==> src/fmt_params.svh <==
// register offsets, field positions, reset values and fixed figures of the output formatter
// assumes a 32-bit classic Wishbone slave; each register index sits at byte address 4*index
`ifndef FMT_PARAMS_SVH
`define FMT_PARAMS_SVH

// register indices (byte address = 4 * index)
`define IDX_DARK_EVEN       8'h76
`define IDX_VALID_EVEN      8'h77
`define IDX_REF_EVEN        8'h78
`define IDX_FRAME_ODD       8'h79
`define IDX_DARK_ODD        8'h7a
`define IDX_VALID_ODD       8'h7b
`define IDX_REF_ODD         8'h7c
`define IDX_CHECKSUM        8'h7d
`define IDX_ALIGN           8'h7e
`define IDX_RSVD_SLOT       8'h7f
`define IDX_BLACK_CFG       8'h80
`define IDX_CALFMT_CFG      8'h81
`define IDX_CAL_STATUS      8'h88
`define IDX_IRQ_STATUS      8'ha0
`define IDX_IRQ_ENABLE      8'ha1
`define IDX_IRQ_CLEAR       8'ha2
`define IDX_CAL_RESULT      8'ha3
`define IDX_FRAME_EVEN      8'ha4

// reset values
`define RST_DARK            16'h0015
`define RST_VALID           16'h0035
`define RST_REF             16'h0025
`define RST_FRAME           16'h002a
`define RST_CHECKSUM        16'h0059
`define RST_ALIGN           16'h03a6
`define RST_RSVD_SLOT       16'h02aa
`define RST_BLACK_CFG       16'h4008
`define RST_CALFMT_CFG      16'h0001

// field positions
`define F_TARGET_HI         7
`define F_SAMPLES_LO        8
`define F_SAMPLES_HI        10
`define F_SEED              15
`define F_AUTO_EN           0
`define F_MANUAL_LO         1
`define F_MANUAL_HI         9
`define F_MANUAL_DEC        10
`define F_NARROW            13
`define F_REF_MODE          14

// fixed figures
`define SYNC_DELAY          4
`define CRC_POLY            10'h233
`define IRQ_BITS            3

`endif

==> src/fmt_pkg.sv <==
// types shared by the output formatter
// assumes fmt_params.svh for numeric figures
package fmt_pkg;

    // kind of word presented on the pixel input
    typedef enum logic [2:0]
    {
        KIND_DARK  = 3'h0,
        KIND_VALID = 3'h1,
        KIND_REF   = 3'h2,
        KIND_FRAME = 3'h3,
        KIND_CRC   = 3'h4
    } word_kind_e;

    // black calibration states, one-hot
    typedef enum logic [1:0]
    {
        CAL_COLLECT = 2'b01,
        CAL_READY   = 2'b10
    } cal_state_e;

endpackage : fmt_pkg

==> src/sync_code_black_cal_formatter.sv <==
// output formatter: code words, black calibration, checksum and training words
// assumes pixel words arrive on CLK, link clock is asynchronous and sampled here
`timescale 1ns/1ps
`include "fmt_params.svh"

module sync_code_black_cal_formatter
    import fmt_pkg::*;
#(
    parameter int ADDR_W = 10
)
(
    input  wire logic              CLK,
    input  wire logic              RESETN,
    // classic wishbone slave
    input  wire logic              WB_CYC_I,
    input  wire logic              WB_STB_I,
    input  wire logic              WB_WE_I,
    input  wire logic [ADDR_W-1:0] WB_ADR_I,
    input  wire logic [3:0]        WB_SEL_I,
    input  wire logic [31:0]       WB_DAT_I,
    output logic      [31:0]       WB_DAT_O,
    output logic                   WB_ACK_O,
    // pixel word source
    input  wire logic              PIX_VALID,
    input  wire logic [9:0]        PIX_DATA,
    input  wire logic [2:0]        PIX_KIND,
    input  wire logic              PIX_ODD,
    output logic                   PIX_TAKEN,
    // link side
    input  wire logic              LINK_CLK,
    output logic      [9:0]        DATA_OUT,
    output logic      [9:0]        SYNC_OUT,
    output logic                   WORD_STROBE,
    output logic                   IRQ
);

    // the word index takes address bits 9:2, so a narrower bus is refused
    if (ADDR_W < 10)
    begin : g_addr_check
        $error("ADDR_W must be at least 10");
    end

    // ************************************************************
    // helper functions
    // ************************************************************

    // byte-lane merge of a 16-bit register
    function automatic logic [15:0] lane_merge(input logic [15:0] old_v,
                                               input logic [31:0] wdat,
                                               input logic [3:0]  sel);
        logic [15:0] r;
        r = old_v;
        if (sel[0])
            r[7:0] = wdat[7:0];
        if (sel[1])
            r[15:8] = wdat[15:8];
        return r;
    endfunction : lane_merge

    // one 10-bit word through the checksum register, msb first
    function automatic logic [9:0] crc_step(input logic [9:0] crc_in,
                                            input logic [9:0] word);
        logic [9:0] c;
        logic       fb;
        c = crc_in;
        for (int i = 9; i >= 0; i--)
        begin
            fb = c[9] ^ word[i];
            c  = {c[8:0], 1'b0} ^ (fb ? `CRC_POLY : 10'h000);
        end
        return c;
    endfunction : crc_step

    // ************************************************************
    // bus slave and registers
    // ************************************************************

    logic [15:0] dark_even_reg;
    logic [15:0] valid_even_reg;
    logic [15:0] ref_even_reg;
    logic [15:0] frame_odd_reg;
    logic [15:0] frame_even_reg;
    logic [15:0] dark_odd_reg;
    logic [15:0] valid_odd_reg;
    logic [15:0] ref_odd_reg;
    logic [15:0] checksum_reg;
    logic [15:0] align_reg;
    logic [15:0] black_cfg_reg;
    logic [15:0] calfmt_cfg_reg;
    logic [`IRQ_BITS-1:0] irq_status_reg;
    logic [`IRQ_BITS-1:0] irq_enable_reg;
    logic        cal_error_reg;
    logic [9:0]  avg_reg;

    logic        bus_req;
    logic        wr_hit;
    logic [7:0]  idx;
    logic [`IRQ_BITS-1:0] irq_clear;
    logic [`IRQ_BITS-1:0] irq_event;
    logic [15:0] rd_word;

    // request taken one cycle after it is raised; ack drops the cycle after
    assign bus_req = WB_CYC_I && WB_STB_I && !WB_ACK_O;
    assign wr_hit  = bus_req && WB_WE_I;
    assign idx     = WB_ADR_I[9:2];
    assign irq_clear = (wr_hit && idx == `IDX_IRQ_CLEAR && WB_SEL_I[0])
                       ? WB_DAT_I[`IRQ_BITS-1:0] : '0;

    // code and configuration registers
    always_ff @(posedge CLK)
    begin
        if (!RESETN)
        begin
            dark_even_reg  <= `RST_DARK;
            dark_odd_reg   <= `RST_DARK;
            valid_even_reg <= `RST_VALID;
            valid_odd_reg  <= `RST_VALID;
            ref_even_reg   <= `RST_REF;
            ref_odd_reg    <= `RST_REF;
            frame_even_reg <= `RST_FRAME;
            frame_odd_reg  <= `RST_FRAME;
            checksum_reg   <= `RST_CHECKSUM;
            align_reg      <= `RST_ALIGN;
            black_cfg_reg  <= `RST_BLACK_CFG;
            calfmt_cfg_reg <= `RST_CALFMT_CFG;
            irq_enable_reg <= '0;
        end
        else if (wr_hit)
        begin
            case (idx)
                `IDX_DARK_EVEN:  dark_even_reg  <= lane_merge(dark_even_reg, WB_DAT_I, WB_SEL_I) & 16'h03ff;
                `IDX_DARK_ODD:   dark_odd_reg   <= lane_merge(dark_odd_reg, WB_DAT_I, WB_SEL_I) & 16'h03ff;
                `IDX_VALID_EVEN: valid_even_reg <= lane_merge(valid_even_reg, WB_DAT_I, WB_SEL_I) & 16'h03ff;
                `IDX_VALID_ODD:  valid_odd_reg  <= lane_merge(valid_odd_reg, WB_DAT_I, WB_SEL_I) & 16'h03ff;
                `IDX_REF_EVEN:   ref_even_reg   <= lane_merge(ref_even_reg, WB_DAT_I, WB_SEL_I) & 16'h03ff;
                `IDX_REF_ODD:    ref_odd_reg    <= lane_merge(ref_odd_reg, WB_DAT_I, WB_SEL_I) & 16'h03ff;
                `IDX_FRAME_EVEN: frame_even_reg <= lane_merge(frame_even_reg, WB_DAT_I, WB_SEL_I) & 16'h007f;
                `IDX_FRAME_ODD:  frame_odd_reg  <= lane_merge(frame_odd_reg, WB_DAT_I, WB_SEL_I) & 16'h007f;
                `IDX_CHECKSUM:   checksum_reg   <= lane_merge(checksum_reg, WB_DAT_I, WB_SEL_I) & 16'h03ff;
                `IDX_ALIGN:      align_reg      <= lane_merge(align_reg, WB_DAT_I, WB_SEL_I) & 16'h03ff;
                `IDX_BLACK_CFG:  black_cfg_reg  <= lane_merge(black_cfg_reg, WB_DAT_I, WB_SEL_I);
                `IDX_CALFMT_CFG: calfmt_cfg_reg <= lane_merge(calfmt_cfg_reg, WB_DAT_I, WB_SEL_I);
                `IDX_IRQ_ENABLE:
                begin
                    if (WB_SEL_I[0])
                        irq_enable_reg <= WB_DAT_I[`IRQ_BITS-1:0];
                end
                default: ;
            endcase
        end
    end

    // read mux; unmapped and write-only words read zero
    always_comb
    begin
        case (idx)
            `IDX_DARK_EVEN:  rd_word = dark_even_reg;
            `IDX_DARK_ODD:   rd_word = dark_odd_reg;
            `IDX_VALID_EVEN: rd_word = valid_even_reg;
            `IDX_VALID_ODD:  rd_word = valid_odd_reg;
            `IDX_REF_EVEN:   rd_word = ref_even_reg;
            `IDX_REF_ODD:    rd_word = ref_odd_reg;
            `IDX_FRAME_EVEN: rd_word = frame_even_reg;
            `IDX_FRAME_ODD:  rd_word = frame_odd_reg;
            `IDX_CHECKSUM:   rd_word = checksum_reg;
            `IDX_ALIGN:      rd_word = align_reg;
            `IDX_RSVD_SLOT:  rd_word = `RST_RSVD_SLOT;
            `IDX_BLACK_CFG:  rd_word = black_cfg_reg;
            `IDX_CALFMT_CFG: rd_word = calfmt_cfg_reg;
            `IDX_CAL_STATUS: rd_word = {15'h0000, cal_error_reg};
            `IDX_IRQ_STATUS: rd_word = {13'h0000, irq_status_reg};
            `IDX_IRQ_ENABLE: rd_word = {13'h0000, irq_enable_reg};
            `IDX_CAL_RESULT: rd_word = {6'h00, avg_reg};
            default:         rd_word = 16'h0000;
        endcase
    end

    // ack and read data from flops; every access, mapped or not, is acked once
    always_ff @(posedge CLK)
    begin
        if (!RESETN)
        begin
            WB_ACK_O <= 1'b0;
            WB_DAT_O <= 32'h0000_0000;
        end
        else
        begin
            WB_ACK_O <= bus_req;
            if (bus_req && !WB_WE_I)
                WB_DAT_O <= {16'h0000, rd_word};
        end
    end

    // ************************************************************
    // interrupts
    // ************************************************************

    // sticky status; a new event beats a clear in the same cycle
    always_ff @(posedge CLK)
    begin
        if (!RESETN)
        begin
            irq_status_reg <= '0;
            IRQ            <= 1'b0;
        end
        else
        begin
            irq_status_reg <= (irq_status_reg & ~irq_clear) | irq_event;
            IRQ            <= |(((irq_status_reg & ~irq_clear) | irq_event) & irq_enable_reg);
        end
    end

    // ************************************************************
    // link clock sampling
    // ************************************************************

    logic link_meta_reg;
    logic link_sync_reg;
    logic link_prev_reg;
    logic slot;

    // two flops against metastability, a third to find the rising edge
    always_ff @(posedge CLK)
    begin
        if (!RESETN)
        begin
            link_meta_reg <= 1'b0;
            link_sync_reg <= 1'b0;
            link_prev_reg <= 1'b0;
        end
        else
        begin
            link_meta_reg <= LINK_CLK;
            link_sync_reg <= link_meta_reg;
            link_prev_reg <= link_sync_reg;
        end
    end

    assign slot = link_sync_reg && !link_prev_reg;

    // ************************************************************
    // black calibration
    // ************************************************************

    cal_state_e  cal_state_reg;
    logic [16:0] acc_reg;
    logic [7:0]  cnt_reg;
    logic [2:0]  samples_log;
    logic [7:0]  samples_need;
    logic [16:0] acc_next;
    logic        take;
    logic        is_dark;
    logic        is_frame;

    assign take        = slot && PIX_VALID;
    assign is_dark     = PIX_KIND == KIND_DARK;
    assign is_frame    = PIX_KIND == KIND_FRAME;
    assign samples_log = black_cfg_reg[`F_SAMPLES_HI:`F_SAMPLES_LO];
    assign samples_need = 8'h01 << samples_log;
    assign acc_next    = acc_reg + {7'h00, PIX_DATA};

    // averaging runs every frame; a frame word ends the sample window
    always_ff @(posedge CLK)
    begin
        if (!RESETN)
        begin
            cal_state_reg <= CAL_COLLECT;
            acc_reg       <= '0;
            cnt_reg       <= '0;
            avg_reg       <= '0;
            cal_error_reg <= 1'b0;
        end
        else if (take)
        begin
            case (cal_state_reg)
                CAL_COLLECT:
                begin
                    if (is_dark)
                    begin
                        acc_reg <= acc_next;
                        cnt_reg <= cnt_reg + 8'h01;
                        if (cnt_reg + 8'h01 == samples_need)
                        begin
                            avg_reg       <= 10'(acc_next >> samples_log);
                            cal_error_reg <= 1'b0;
                            cal_state_reg <= CAL_READY;
                        end
                    end
                    else if (is_frame)
                    begin
                        // window closed short: result is not trusted
                        cal_error_reg <= 1'b1;
                        acc_reg       <= '0;
                        cnt_reg       <= '0;
                    end
                end
                CAL_READY:
                begin
                    if (is_frame)
                    begin
                        acc_reg       <= '0;
                        cnt_reg       <= '0;
                        cal_state_reg <= CAL_COLLECT;
                    end
                end
                default:
                    cal_state_reg <= CAL_COLLECT;
            endcase
        end
    end

    assign irq_event[0] = take && cal_state_reg == CAL_COLLECT && is_dark
                          && (cnt_reg + 8'h01 == samples_need);
    assign irq_event[1] = take && cal_state_reg == CAL_COLLECT && is_frame;

    // ************************************************************
    // pixel correction
    // ************************************************************

    logic signed [12:0] corr;
    logic signed [12:0] pix_sum;
    logic [9:0]         pix_fixed;
    logic [8:0]         manual;

    assign manual = calfmt_cfg_reg[`F_MANUAL_HI:`F_MANUAL_LO];

    // signed correction, clamped to the 10-bit range at the end
    always_comb
    begin
        if (calfmt_cfg_reg[`F_AUTO_EN])
            corr = $signed({5'h00, black_cfg_reg[`F_TARGET_HI:0]})
                   - $signed({3'h0, avg_reg});
        else if (calfmt_cfg_reg[`F_MANUAL_DEC])
            corr = -$signed({4'h0, manual});
        else
            corr = $signed({4'h0, manual});
        pix_sum = $signed({3'h0, PIX_DATA}) + corr;
        if (pix_sum < 0)
            pix_fixed = 10'h000;
        else if (pix_sum > 13'sd1023)
            pix_fixed = 10'h3ff;
        else
            pix_fixed = pix_sum[9:0];
    end

    // ************************************************************
    // word formatting and checksum
    // ************************************************************

    logic [9:0] crc_reg;
    logic [9:0] seed;
    logic [9:0] data_word;
    logic [9:0] sync_word;
    logic [9:0] sync_pipe_reg [`SYNC_DELAY];

    assign seed = black_cfg_reg[`F_SEED] ? 10'h3ff : 10'h000;

    // data and code words of one slot; codes come from the registers, except the upper three frame code bits
    always_comb
    begin
        data_word = PIX_DATA;
        sync_word = PIX_ODD ? valid_odd_reg[9:0] : valid_even_reg[9:0];
        case (PIX_KIND)
            KIND_DARK:
            begin
                data_word = pix_fixed;
                sync_word = PIX_ODD ? dark_odd_reg[9:0] : dark_even_reg[9:0];
            end
            KIND_VALID:
                data_word = pix_fixed;
            KIND_REF:
            begin
                data_word = calfmt_cfg_reg[`F_REF_MODE] ? avg_reg : PIX_DATA;
                sync_word = PIX_ODD ? ref_odd_reg[9:0] : ref_even_reg[9:0];
            end
            KIND_FRAME:
                // upper three code bits travel in the pixel word
                sync_word = {PIX_DATA[9:7],
                             PIX_ODD ? frame_odd_reg[6:0] : frame_even_reg[6:0]};
            KIND_CRC:
            begin
                data_word = crc_reg;
                sync_word = checksum_reg[9:0];
            end
            default: ;
        endcase
    end

    assign irq_event[2] = take && PIX_KIND == KIND_CRC;

    // checksum over data words, restarted from the seed after it is sent and at every frame word
    always_ff @(posedge CLK)
    begin
        if (!RESETN)
            crc_reg <= 10'h000;
        else if (take && (PIX_KIND == KIND_CRC || is_frame))
            crc_reg <= seed;
        else if (take)
            crc_reg <= crc_step(crc_reg, data_word);
    end

    // code delay line, advanced once per link slot
    always_ff @(posedge CLK)
    begin
        if (!RESETN)
        begin
            for (int i = 0; i < `SYNC_DELAY; i++)
                sync_pipe_reg[i] <= 10'(`RST_ALIGN);
        end
        else if (slot)
        begin
            sync_pipe_reg[0] <= PIX_VALID ? sync_word : align_reg[9:0];
            for (int i = 1; i < `SYNC_DELAY; i++)
                sync_pipe_reg[i] <= sync_pipe_reg[i-1];
        end
    end

    // ************************************************************
    // link outputs
    // ************************************************************

    // one word per link slot; idle slots carry the training word, but with F_NARROW set SYNC_OUT gives the code word of SYNC_DELAY slots earlier
    always_ff @(posedge CLK)
    begin
        if (!RESETN)
        begin
            DATA_OUT    <= 10'(`RST_ALIGN);
            SYNC_OUT    <= 10'(`RST_ALIGN);
            WORD_STROBE <= 1'b0;
            PIX_TAKEN   <= 1'b0;
        end
        else
        begin
            WORD_STROBE <= slot;
            PIX_TAKEN   <= take;
            if (slot)
            begin
                DATA_OUT <= PIX_VALID ? data_word : align_reg[9:0];
                if (calfmt_cfg_reg[`F_NARROW])
                    SYNC_OUT <= sync_pipe_reg[`SYNC_DELAY-1];
                else
                    SYNC_OUT <= PIX_VALID ? sync_word : align_reg[9:0];
            end
        end
    end

endmodule : sync_code_black_cal_formatter

==> config.mk <==
export PLATFORM = sky130hd
export DESIGN_NAME = sync_code_black_cal_formatter
export DESIGN_NICKNAME = d
export VERILOG_FILES = /design/src/fmt_pkg.sv /design/src/sync_code_black_cal_formatter.sv
export VERILOG_INCLUDE_DIRS = /design/src
export SDC_FILE = /design/constraint.sdc
export NUM_CORES = 1
export LEC_CHECK = 0
export BUFFER_PORTS_ARGS = -buffer_cell sky130_fd_sc_hd__buf_2
export CAP_MARGIN = 30
export CORE_ASPECT_RATIO = 0.8
export CORE_MARGIN = 2
export CORE_UTILIZATION = 61
export DETAILED_ROUTE_END_ITERATION = 12
export MAX_ROUTING_LAYER = met4
export PLACE_DENSITY_LB_ADDON = 0.08
export SLEW_MARGIN = 10
export SYNTH_ARGS = -nofsm -noshare
export SYNTH_HDL_FRONTEND = slang
export SYNTH_SLANG_ARGS = --single-unit
export TNS_END_PERCENT = 10
==> constraint.sdc <==
create_clock -name CLK -period 6.9 [get_ports CLK]
set_input_delay 1.38 -clock CLK [delete_from_list [all_inputs] [get_ports CLK]]
set_output_delay 1.38 -clock CLK [all_outputs]
set_load 0.02 [all_outputs]
Yosys cells after proc, flatten, opt, wreduce, memory -nomap -nowiden
Memories as Yosys holds them, arrays and structs flattened. Index checks and enable logic that the tools add are counted.

Word-level logic and storage cells: 208. Output and inout bits: 56. Bits in registers: 223. Input port bits: 67. Memories kept: 1. RAM bits: 40.

Memory list: sync_pipe_reg (depth 4, bits a word 10, rd ports 4, clocked after Yosys merged registers in 0, write ports 4, RTL line sync_code_black_cal_formatter.sv:354) `` logic [9:0] sync_pipe_reg [`SYNC_DELAY]; ``.

Shift operators: 2. Equal/unequal tests: 29. $lt $le $gt $ge: 2. $add $sub $neg: 5. Multiplexer cells: 50. Bitwise gates (word level): 28. Reduce and logical (&&, ||, !) cells: 51.

Operators by type and width (number): one-hot mux 16 bit (17 select lines) (1); two-way mux 10 bit (26); bitwise XOR 10 bit (10); equality test 8 x 7 -> 1 bit (second input constant) (10); AND reduction 3 bit (23); equality test 8 bit (second input constant) (8); one-hot mux 10 bit (4 select lines) (1); two-way mux 17 bit (2); one-hot mux 17 bit (2 select lines) (1); one-hot mux 10 bit (3 select lines) (1); two-way mux 13 bit (2); adder 17 x 10 -> 17 bit (1); right shift 17 x 3 -> 10 bit (1); two-way mux 8 bit (2); one-hot mux 8 bit (2 select lines) (1); logical AND 1 bit (14); adder 11 x 13 -> 13 bit (1); greater-than comparator 13 x 11 -> 1 bit (second input constant) (1); less-than comparator 13 x 1 -> 1 bit (second input constant) (1); negator 9 -> 13 bit (1); AND reduction 4 bit (3); subtractor 8 x 10 -> 11 bit (1); bitwise XOR 1 bit (10); adder 8 x 1 -> 8 bit (second input constant) (1); other kinds (25) (44).

Longest topological paths before layout
Gate-level depths: netlist of run 1.

Depth after elaboration: 40. Depth in mapped cells: 27. Gate-level depth less buffers: 25.

Worst setup path after synthesis of run 1
No wires, ideal clock.

Kind: register to register. Start point: reg avg_reg[1]. End point: reg crc_reg[4]. Clock period less this slack: 5.319 ns. Required time: 6.821 ns. Path buffers: 1. Slack: 1.581 ns. Setup time: 0.079 ns. Stages on the path, launching flop included: 26. Data arrival time: 5.240 ns. Cells stage by stage: dfxtp_1 inv_1 ha_1 nor2b_1 o21ai_0 a21boi_0 o21ai_0 nand2b_1 a21o_1 a21o_1 xor2_1 nand2_1 o21ai_0 ha_1 a21o_1 or2_1 o21a_1 nand2b_4 a221o_1 buf_6 or4_1 and4b_4 xnor2_1 xnor3_2 mux2_1 o211ai_1.

Longest elaborated chain between the ends: 39. Elaborated cells on any way between the ends: 41. Those cells by class: add/sub (2); order compare (2); mux (17); bitwise (20).

RTL lines: start, declared (RTL line sync_code_black_cal_formatter.sv:93) `logic [9:0] avg_reg;`; start signal, assigned (RTL line sync_code_black_cal_formatter.sv:284) `avg_reg <= 10'(acc_next >> samples_log);`; subtractor 8 x 10 -> 11 bit (RTL line sync_code_black_cal_formatter.sv:331) `` corr = $signed({5'h00, black_cfg_reg[`F_TARGET_HI:0]}) ``; two-way mux 13 bit (RTL line sync_code_black_cal_formatter.sv:330) `` if (calfmt_cfg_reg[`F_AUTO_EN]) ``; adder 11 x 13 -> 13 bit (RTL line sync_code_black_cal_formatter.sv:337) `pix_sum = $signed({3'h0, PIX_DATA}) + corr;`; greater-than comparator 13 x 11 -> 1 bit (RTL line sync_code_black_cal_formatter.sv:340) `else if (pix_sum > 13'sd1023)`; two-way mux 10 bit (RTL line sync_code_black_cal_formatter.sv:340); two-way mux 10 bit (RTL line sync_code_black_cal_formatter.sv:338) `if (pix_sum < 0)`; one-hot mux 10 bit (3 select lines) * (RTL line sync_code_black_cal_formatter.sv:363) `case (PIX_KIND)`; bitwise XOR 1 bit (RTL line sync_code_black_cal_formatter.sv:68) `fb = c[9] ^ word[i];`; [23 not listed]; bitwise XOR 1 bit (RTL line sync_code_black_cal_formatter.sv:68); two-way mux 10 bit (RTL line sync_code_black_cal_formatter.sv:69) `` c = {c[8:0], 1'b0} ^ (fb ? `CRC_POLY : 10'h000); ``; bitwise XOR 10 bit (RTL line sync_code_black_cal_formatter.sv:69); bitwise XOR 1 bit (RTL line sync_code_black_cal_formatter.sv:68); two-way mux 10 bit (RTL line sync_code_black_cal_formatter.sv:69); bitwise XOR 10 bit * (RTL line sync_code_black_cal_formatter.sv:69); two-way mux 10 bit * (RTL line sync_code_black_cal_formatter.sv:398) `else if (take)`; two-way mux 10 bit * (RTL line sync_code_black_cal_formatter.sv:396) `else if (take && (PIX_KIND == KIND_CRC || is_frame))`; end signal, assigned (RTL line sync_code_black_cal_formatter.sv:399) `crc_reg <= crc_step(crc_reg, data_word);`; end, declared (RTL line sync_code_black_cal_formatter.sv:350) `logic [9:0] crc_reg;`.

Mark *: on every way between the ends. The rest lies on a longest branch, timed or not. The select of a mux whose other input is x is not followed. A chain may end at the register's enable or synchronous reset.

Worst setup path after layout of run 1
Start point: reg avg_reg[1]. End point: reg crc_reg[0].

Longest elaborated chain between the ends: 39. Elaborated cells on any way between the ends: 41. Those cells by class: add/sub (2); order compare (2); mux (17); bitwise (20).

RTL lines (RTL line): subtractor 8 x 10 -> 11 bit (sync_code_black_cal_formatter.sv:331); two-way mux 13 bit (sync_code_black_cal_formatter.sv:330); adder 11 x 13 -> 13 bit (sync_code_black_cal_formatter.sv:337); greater-than comparator 13 x 11 -> 1 bit (sync_code_black_cal_formatter.sv:340); two-way mux 10 bit (sync_code_black_cal_formatter.sv:340); two-way mux 10 bit (sync_code_black_cal_formatter.sv:338); one-hot mux 10 bit (3 select lines) * (sync_code_black_cal_formatter.sv:363); bitwise XOR 1 bit (sync_code_black_cal_formatter.sv:68); [23 not listed]; bitwise XOR 1 bit (sync_code_black_cal_formatter.sv:68); two-way mux 10 bit (sync_code_black_cal_formatter.sv:69); bitwise XOR 10 bit (sync_code_black_cal_formatter.sv:69); bitwise XOR 1 bit * (sync_code_black_cal_formatter.sv:68); two-way mux 10 bit * (sync_code_black_cal_formatter.sv:69); bitwise XOR 10 bit * (sync_code_black_cal_formatter.sv:69); two-way mux 10 bit * (sync_code_black_cal_formatter.sv:398); two-way mux 10 bit * (sync_code_black_cal_formatter.sv:396).

Marks and branches as above.

==> results of run 1 <==
## area by class of cell
type                       count  area, um^2
clock buffer                  42         825
clock inverter                 8        97.6
fill                        2039        7740
inverter                      41         156
multi-input combinational   1452        8630
sequential                   263        5670
tap                          318         398
timing repair buffer         116         666
## through the flow
step / utilization, % / instance area (um^2)
2_1_floorplan: - / 15000
3_3_place_gp: 63.7 / 15400
3_5_place_dp: 63.9 / 15500
4_1_cts: 67.7 / 16400
5_1_grt: 68.0 / 16400
6_report: 68.0 / 16400
## metal layers
layer	vias up	GRT usage, %	wire (um)
met5	-	-	0
met4	0	9.88	1430
met3	119	7.73	5600
met2	826	52.6	19400
met1	6813	53.5	20500
li1	6726	-	-
## worst max-delay path: stages (launching register included)
cell and delay (ns):
dfxtp_1 0.48, inv_1 0.13, ha_1 0.28, nor2b_1 0.13, o21ai_0 0.21, a21boi_0 0.14
o21ai_0 0.18, nand2b_1 0.11, a21o_1 0.18, a21o_1 0.20, xor2_1 0.14, nand2_1 0.07
o21ai_0 0.17, ha_1 0.45, a21o_1 0.23, or2_1 0.25, o21a_1 0.20, nand2b_4 0.15
a221o_1 0.46, or4_1 0.55, and4b_4 0.25, xnor2_1 0.16, xnor3_2 0.51, xor2_1 0.19
a211oi_1 0.25
## power groups by stage
stage	Sequential [mW]	Clock, mW	Combinational (mW)
6_report	1.59	1.53	0.391
5_1_grt	1.59	1.60	0.423
4_1_cts	1.59	1.54	0.381
3_5_place_dp	1.62	0	0.378
3_3_place_gp	1.62	0	0.371
2_1_floorplan	1.62	0	0.277
## cells by family after synthesis
logic type               count (synthesis)  share of synthesized area, %
XOR/XNOR                                56                          3.38
multiplexers                            75                          5.84
other                                    1                        0.0251
flip-flops                             263                          37.9
adder cells (fa/ha/maj)                 37                          3.25
AND/OR/NAND/NOR                        747                          22.3
buffers and inverters                  176                          4.88
AO/OA/AOI/OAI                          521                          22.4
## path summary, 6_finish.rpt
check,startpoint,endpoint,slack (ns),depth (start not counted)
setup / recovery,avg_reg[1]$_SDFFE_PN0P_,crc_reg[0]$_SDFFE_PN0P_,0.71,24
hold / removal,SYNC_OUT[3]$_SDFFE_PN0P_,SYNC_OUT[3]$_SDFFE_PN0P_,0.43,2
setup reg to reg,avg_reg[1]$_SDFFE_PN0P_,crc_reg[0]$_SDFFE_PN0P_,0.71,24
hold reg to reg,SYNC_OUT[3]$_SDFFE_PN0P_,SYNC_OUT[3]$_SDFFE_PN0P_,0.43,2
## Yosys cell counts (33+ instances only)
| master | n |
|---|---|
| dfxtp_1 | 223 |
| o21ai_0 | 91 |
| nor2_1 | 180 |
| nor3_1 | 43 |
| a21oi_1 | 184 |
| xnor2_1 | 33 |
| inv_1 | 38 |
| clkbuf_1 | 112 |
| edfxtp_1 | 40 |
| nand2b_1 | 35 |
| nand2_1 | 330 |
| ha_1 | 34 |
| nand3_1 | 62 |
| mux2i_1 | 49 |
| a22oi_1 | 43 |
==> reports/qor.yml, run 1 <==
run_status:
  status: "finished, final reports clean"
clocking:
  clk_pin_slew_ns: 0.06
  cts_tree: "done"
  post_cts_resized: 0
  clk_path_buf_depth: 3
  cts_hold_buf: 0
  cts_root_buffer: "clkbuf_16"
  cts_num_sinks: 263
  postCtsSetupRepairBufs: 0
  cts_made_buffers: 28
  clock_latency_ns: 0.57
  htreeDepth: 1
synth:
  synth-edff-count: 40
  synth_seq_area_share_pct: 37.9
  synth-seq-cells: 263
  netlist_top_cells_area: "dfxtp_1 30%, nand2_1 8.3%, edfxtp_1 8.0%, a21oi_1 6.2%, nor2_1 4.5%"
  synth.distinct_cells: 84
  syn_area_um2: 14900
  avgSynthCellArea_um2: 7.97
  yosysTopAreaCell: "dfxtp_1"
  synthCells: 1876
  synth_ff_type: "dfxtp_1"
  synth_top_area_share_pct: 29.9
  synth_warnings: 0
  async_flop_share_pct: 0
pwr:
  clock_power_share_pct: 43.6
  p_leak_nw: 6.18
  p_seq_share_pct: 45.3
  combPwrFrac_pct: 11.1
  power_mw: 3.51
  ir_worst_vdd_mv: 0.206
  net-switching-power_mw: 0.909
  p_int_mw: 2.60
  cellPowerDensity_nw_per_um2: 214
  switching_share_pct: 25.9
setup_path:
  crit_fanout: 10
  crit_required_ns: 7.36
  end_kind: "flip-flop"
  critPathLaunchType: "flip-flop"
  arrival_ns: 6.65
  crit_type: "flip-flop to flip-flop"
timing:
  max_freq_ghz: 0.162
  setup_violations: 0
  rsz0062_at_grt: "no"
  fin_crit_ns: 6.19
  holdWs_ns: 0.434
  tns_ns: 0
  period_share_pct: 89.7
  setup_ws_ns: 0.713
  worst_pin_slew_ns: 1.03
  final-hold-violation-count: 0
  slew_viol_final: 0
  relSlewSlack_pct: 31.3
  finClkSkew_ns: 0.0240
place:
  gp_congestion: 1.01
  io_buffers: 86
  post-place-ws_ns: 0.850
  dp_hpwl_um: 33600
  dp_cells: 2184
die:
  chipHeight_um: 144
  fp-row-count: 51
  fp.dieW_um: 179
  fp.dieArea_um2: 25800
  io_pins: 123
  core_um2: 24200
  start_util_pct: 61.8
route:
  postRouteAntennaNets: 0
  drt_wl_total_um: 46900
  post_drt_wl_per_cell_um: 21.0
  vias_per_cell: 6.47
  firstDrtPassIters: 6
  dr_total_vias: 14500
  route.detailed.drc: 0
  drt-initial-drc-count: 2042
global_route:
  grt_max_degree: 91
  grt_pass1_wl_um: 71900
  overflow: 0
  antenna_found_initial: 0
  grt_pass1_vias: 12800
  track_usage_pct: 37.1
layout:
  drive_gt1_share_pct: 10.7
  largest_reg_flops: 40
  n_antenna_cell: 0
  nets: 2006
  syn_to_final_growth_pct: 10.0
  layout_commonest_cell: "nand2_1"
  stdcell_count: 2240
  layout_common_cells: "330 x nand2_1, 223 x dfxtp_1, 184 x a21oi_1"
job:
  drv_cap: 0
hold_path:
  holdCritPathClass: "flip-flop to flip-flop"
(Power assumes the default switching activity.)
==> run 2: changes to the inputs <==
--- a/config.mk
+++ b/config.mk
@@ -6,6 +6,7 @@
 export SDC_FILE = /design/constraint.sdc
 export NUM_CORES = 1
 export LEC_CHECK = 0
+export ABC_AREA = 1
 export BUFFER_PORTS_ARGS = -buffer_cell sky130_fd_sc_hd__buf_2
 export CAP_MARGIN = 30
 export CORE_ASPECT_RATIO = 0.8
==> reports/qor.yml, run 2 <==
setup_path:
  cp.depth: 40  # +67%
  r2r_end: "crc_reg[4]$_SDFFE_PN0P_"
  end_kind: "flip-flop"
  crit_path_max_incr_delay_ns: 0.41  # -0.14 ns
  critPathLaunchType: "flip-flop"
  crit_fanout: 10  # unchanged
  critPathSlowestCell: "ha_1"
  arrival_ns: 5.77  # -0.88 ns
  crit_type: "flip-flop to flip-flop"
  path_delay_family: "simple AND/OR/NAND/NOR gates"
  critPathBufInv: 4  # +3
  critPathLaunch: "avg_reg[2]$_SDFFE_PN0P_"
  crit_required_ns: 7.30  # -0.06 ns
  crit_top_cell: "nand2_1"
  timing.rr.start: "avg_reg[2]$_SDFFE_PN0P_"
  worst-r2r-setup-slack_ns: 1.53  # +0.81 ns
  crit_end: "crc_reg[4]$_SDFFE_PN0P_"
  ff2ff_path_depth: 40  # +67%
route:
  dr_total_vias: 15000  # +3.8%
  firstDrtPassIters: 6  # unchanged
  met3_length_um: 6470  # +16%
  post_drt_wl_per_cell_um: 20.4  # -2.8%
  routed.top_layer: "met4"
  postRouteAntennaNets: 0  # unchanged
  drt-initial-drc-count: 1894  # -7.2%
  drt_wl_total_um: 50100  # +6.8%
  wl_met2_um: 20600  # +6.2%
  wirelength_met1_um: 21500  # +4.7%
  vias_per_cell: 6.11  # -5.5%
  route.detailed.drc: 0  # unchanged
pwr:
  ir_worst_vdd_mv: 0.182  # -11%
  p_leak_nw: 6.99  # +13%
  cellPowerDensity_nw_per_um2: 216  # +0.98%
global_route:
  track_usage_pct: 39.9  # +2.9 points
  grt_pass1_vias: 13500  # +5.6%
  antenna_found_initial: 0  # unchanged
  overflow: 0  # unchanged
  grt_pass1_wl_um: 75500  # +5.1%
  grt_max_degree: 110  # +21%
synth:
  synth_top_area_share_pct: 30.3  # +0.39 points
  syn_area_um2: 14800  # -1.3%
  synthAdderAreaFrac_pct: 3.29  # +0.043 points
  synth-compound-area-share_pct: 23.9  # +1.5 points
  yosys.area_share.simple_pct: 22.0  # -0.28 points
  yosysTopAreaCell: "dfxtp_1"
  synth-seq-cells: 263  # unchanged
  synthMuxAreaShare_pct: 0.543  # -5.3 points
  netlist_top_cells_area: "dfxtp_1 30%, nand2_1 11%, edfxtp_1 8.1%, a21oi_1 7.3%, o21ai_0 6.7%"
  synth.most_common_cell: "nand2_1"
  synth_top_family_by_area: "compound AO/OA/AOI/OAI gates"
  synth.distinct_cells: 59  # -30%
  synth-edff-count: 40  # unchanged
  synth_seq_area_share_pct: 38.4  # +0.50 points
  avgSynthCellArea_um2: 7.14  # -10%
  async_flop_share_pct: 0  # unchanged
  netlist_top_cells_count: "448 x nand2_1, 223 x dfxtp_1, 223 x inv_1"
  synth_warnings: 0  # unchanged
  synth_ff_type: "dfxtp_1"
  synth-xor-area-share_pct: 2.31  # -1.1 points
  synthCells: 2066  # +10%
clocking:
  cts_hold_buf: 0  # unchanged
  cts_num_sinks: 263  # unchanged
  clk_pin_slew_ns: 0.07  # about the same
  clk_path_buf_depth: 3  # unchanged
  htreeDepth: 1  # unchanged
  cts_tree: "done"
  post_cts_resized: 0  # unchanged
  cts_made_buffers: 27  # -3.6%
  cts_root_buffer: "clkbuf_16"
  postCtsSetupRepairBufs: 0  # unchanged
  clock_latency_ns: 0.55  # -0.02 ns
layout:
  largest_reg_flops: 40  # unchanged
  seqCellArea_um2: 5670  # unchanged
  layout_common_cells: "448 x nand2_1, 223 x dfxtp_1, 221 x inv_1"
  n_antenna_cell: 0  # unchanged
  stdcell_count: 2460  # +9.8%
  multiInputGateArea_um2: 7760  # -10%
  layout_commonest_cell: "nand2_1"
  nets: 2233  # +11%
  syn_to_final_growth_pct: 11.2
  drive_gt1_share_pct: 11.6  # +0.87 points
  fillerInstances: 2025  # -0.69%
die:
  fp.dieW_um: 178  # -0.64%
  core_um2: 23600  # -2.5%
  start_util_pct: 62.5  # +0.75 points
  chipHeight_um: 143  # -0.63%
  fp.dieArea_um2: 25400  # -1.3%
  io_pins: 123  # unchanged
  fp-row-count: 50  # -2.0%
timing:
  worst_pin_slew_ns: 0.993  # -0.0336 ns
  setup_violations: 0  # unchanged
  period_share_pct: 77.9  # -12 points
  slew_viol_final: 0  # unchanged
  finClkSkew_ns: 0.0237  # -0.000201 ns
  tns_ns: 0  # unchanged
  final-hold-violation-count: 0  # unchanged
  rsz0062_at_grt: "no"
  relSlewSlack_pct: 33.6  # +2.3 points
  max_freq_ghz: 0.186  # +15%
  fin_crit_ns: 5.37  # -0.814 ns
place:
  dp_cells: 2407  # +10%
  dp_hpwl_um: 36800  # +9.5%
  gp_congestion: 0.990  # -1.8%
  io_buffers: 86  # unchanged
job:
  drv_cap: 0  # unchanged
hold_path:
  holdCritPathClass: "flip-flop to flip-flop"
run_status:
  status: "finished, final reports clean"
[run 2: stage by stage]
stage | hold slack, ns | setup WS [ns] | area (um^2) | power, mW | utilization (%)
after floorplan | 0.390 | 2.44 | 14800 | 1.90 | -
after global placement | 0.400 | 1.75 | 15400 | 2.00 | 65.2
after detailed placement | 0.415 | 1.62 | 15400 | 2.00 | 65.3
after CTS | 0.431 | 1.58 | 16300 | 3.52 | 69.2
after global routing | 0.453 | 0.929 | 16400 | 3.63 | 69.5
final | 0.426 | 1.53 | 16400 | 3.54 | 69.5
[run 2: cell families (layout without fill, tap and decap cells)]
family | Yosys count | in the layout
flip-flops | 263 | 263
AND/OR/NAND/NOR | 770 | 770
XOR/XNOR | 38 | 38
buffers and inverters | 349 | 416
other | 1 | 16
multiplexers | 8 | 8
AO/OA/AOI/OAI | 600 | 600
adder cells (fa/ha/maj) | 37 | 37
[run 2: worst min-delay path by stage]
stage / startpoint / to / slack, ns / cells after the start
2_1_floorplan: link_meta_reg$_SDFF_PN0_ / link_sync_reg$_SDFF_PN0_ / 0.39 / 2
3_3_place_gp: link_meta_reg$_SDFF_PN0_ / link_sync_reg$_SDFF_PN0_ / 0.40 / 2
3_5_place_dp: link_meta_reg$_SDFF_PN0_ / link_sync_reg$_SDFF_PN0_ / 0.41 / 2
4_1_cts: link_meta_reg$_SDFF_PN0_ / link_sync_reg$_SDFF_PN0_ / 0.43 / 2
5_1_grt: link_prev_reg$_SDFF_PN0_ / WORD_STROBE$_SDFF_PN0_ / 0.45 / 1
6_report: link_meta_reg$_SDFF_PN0_ / link_sync_reg$_SDFF_PN0_ / 0.43 / 2
[run 2: metal layers]
layer / track usage [%] / vias to the layer above
li1: - / 7101
met1: 55.4 / 6944
met2: 56.8 / 870
met3: 10.3 / 115
met4: 12.6 / 0
met5: - / -
[run 2: final cells by class]
class | instances | share of cell area, %
repair buffers | 116 | 4.32
clock buffers | 30 | 4.31
well taps | 312 | 2.38
inverters | 252 | 5.82
multi-input cells | 1469 | 47.3
flip-flops and latches | 263 | 34.6
clock inverters | 18 | 1.31
[run 2: worst reg2reg max path: cells and delay by family (launching register included)]
family / cells / cell delay (ns)
AO/OA/AOI/OAI: 9 / 1.34
flip-flops: 1 / 0.30
buffers and inverters: 4 / 0.35
XOR/XNOR: 1 / 0.16
AND/OR/NAND/NOR: 24 / 2.34
adder cells (fa/ha/maj): 2 / 0.77
[run 2: power breakdown]
| part | total [mW] | internal, mW | switching [mW] | leakage (nW) |
|---|---|---|---|---|
| Combinational | 0.407 | 0.118 | 0.289 | 4.40 |
| Sequential | 1.58 | 1.57 | 0.0100 | 2.14 |
| Clock | 1.55 | 0.893 | 0.658 | 0.453 |
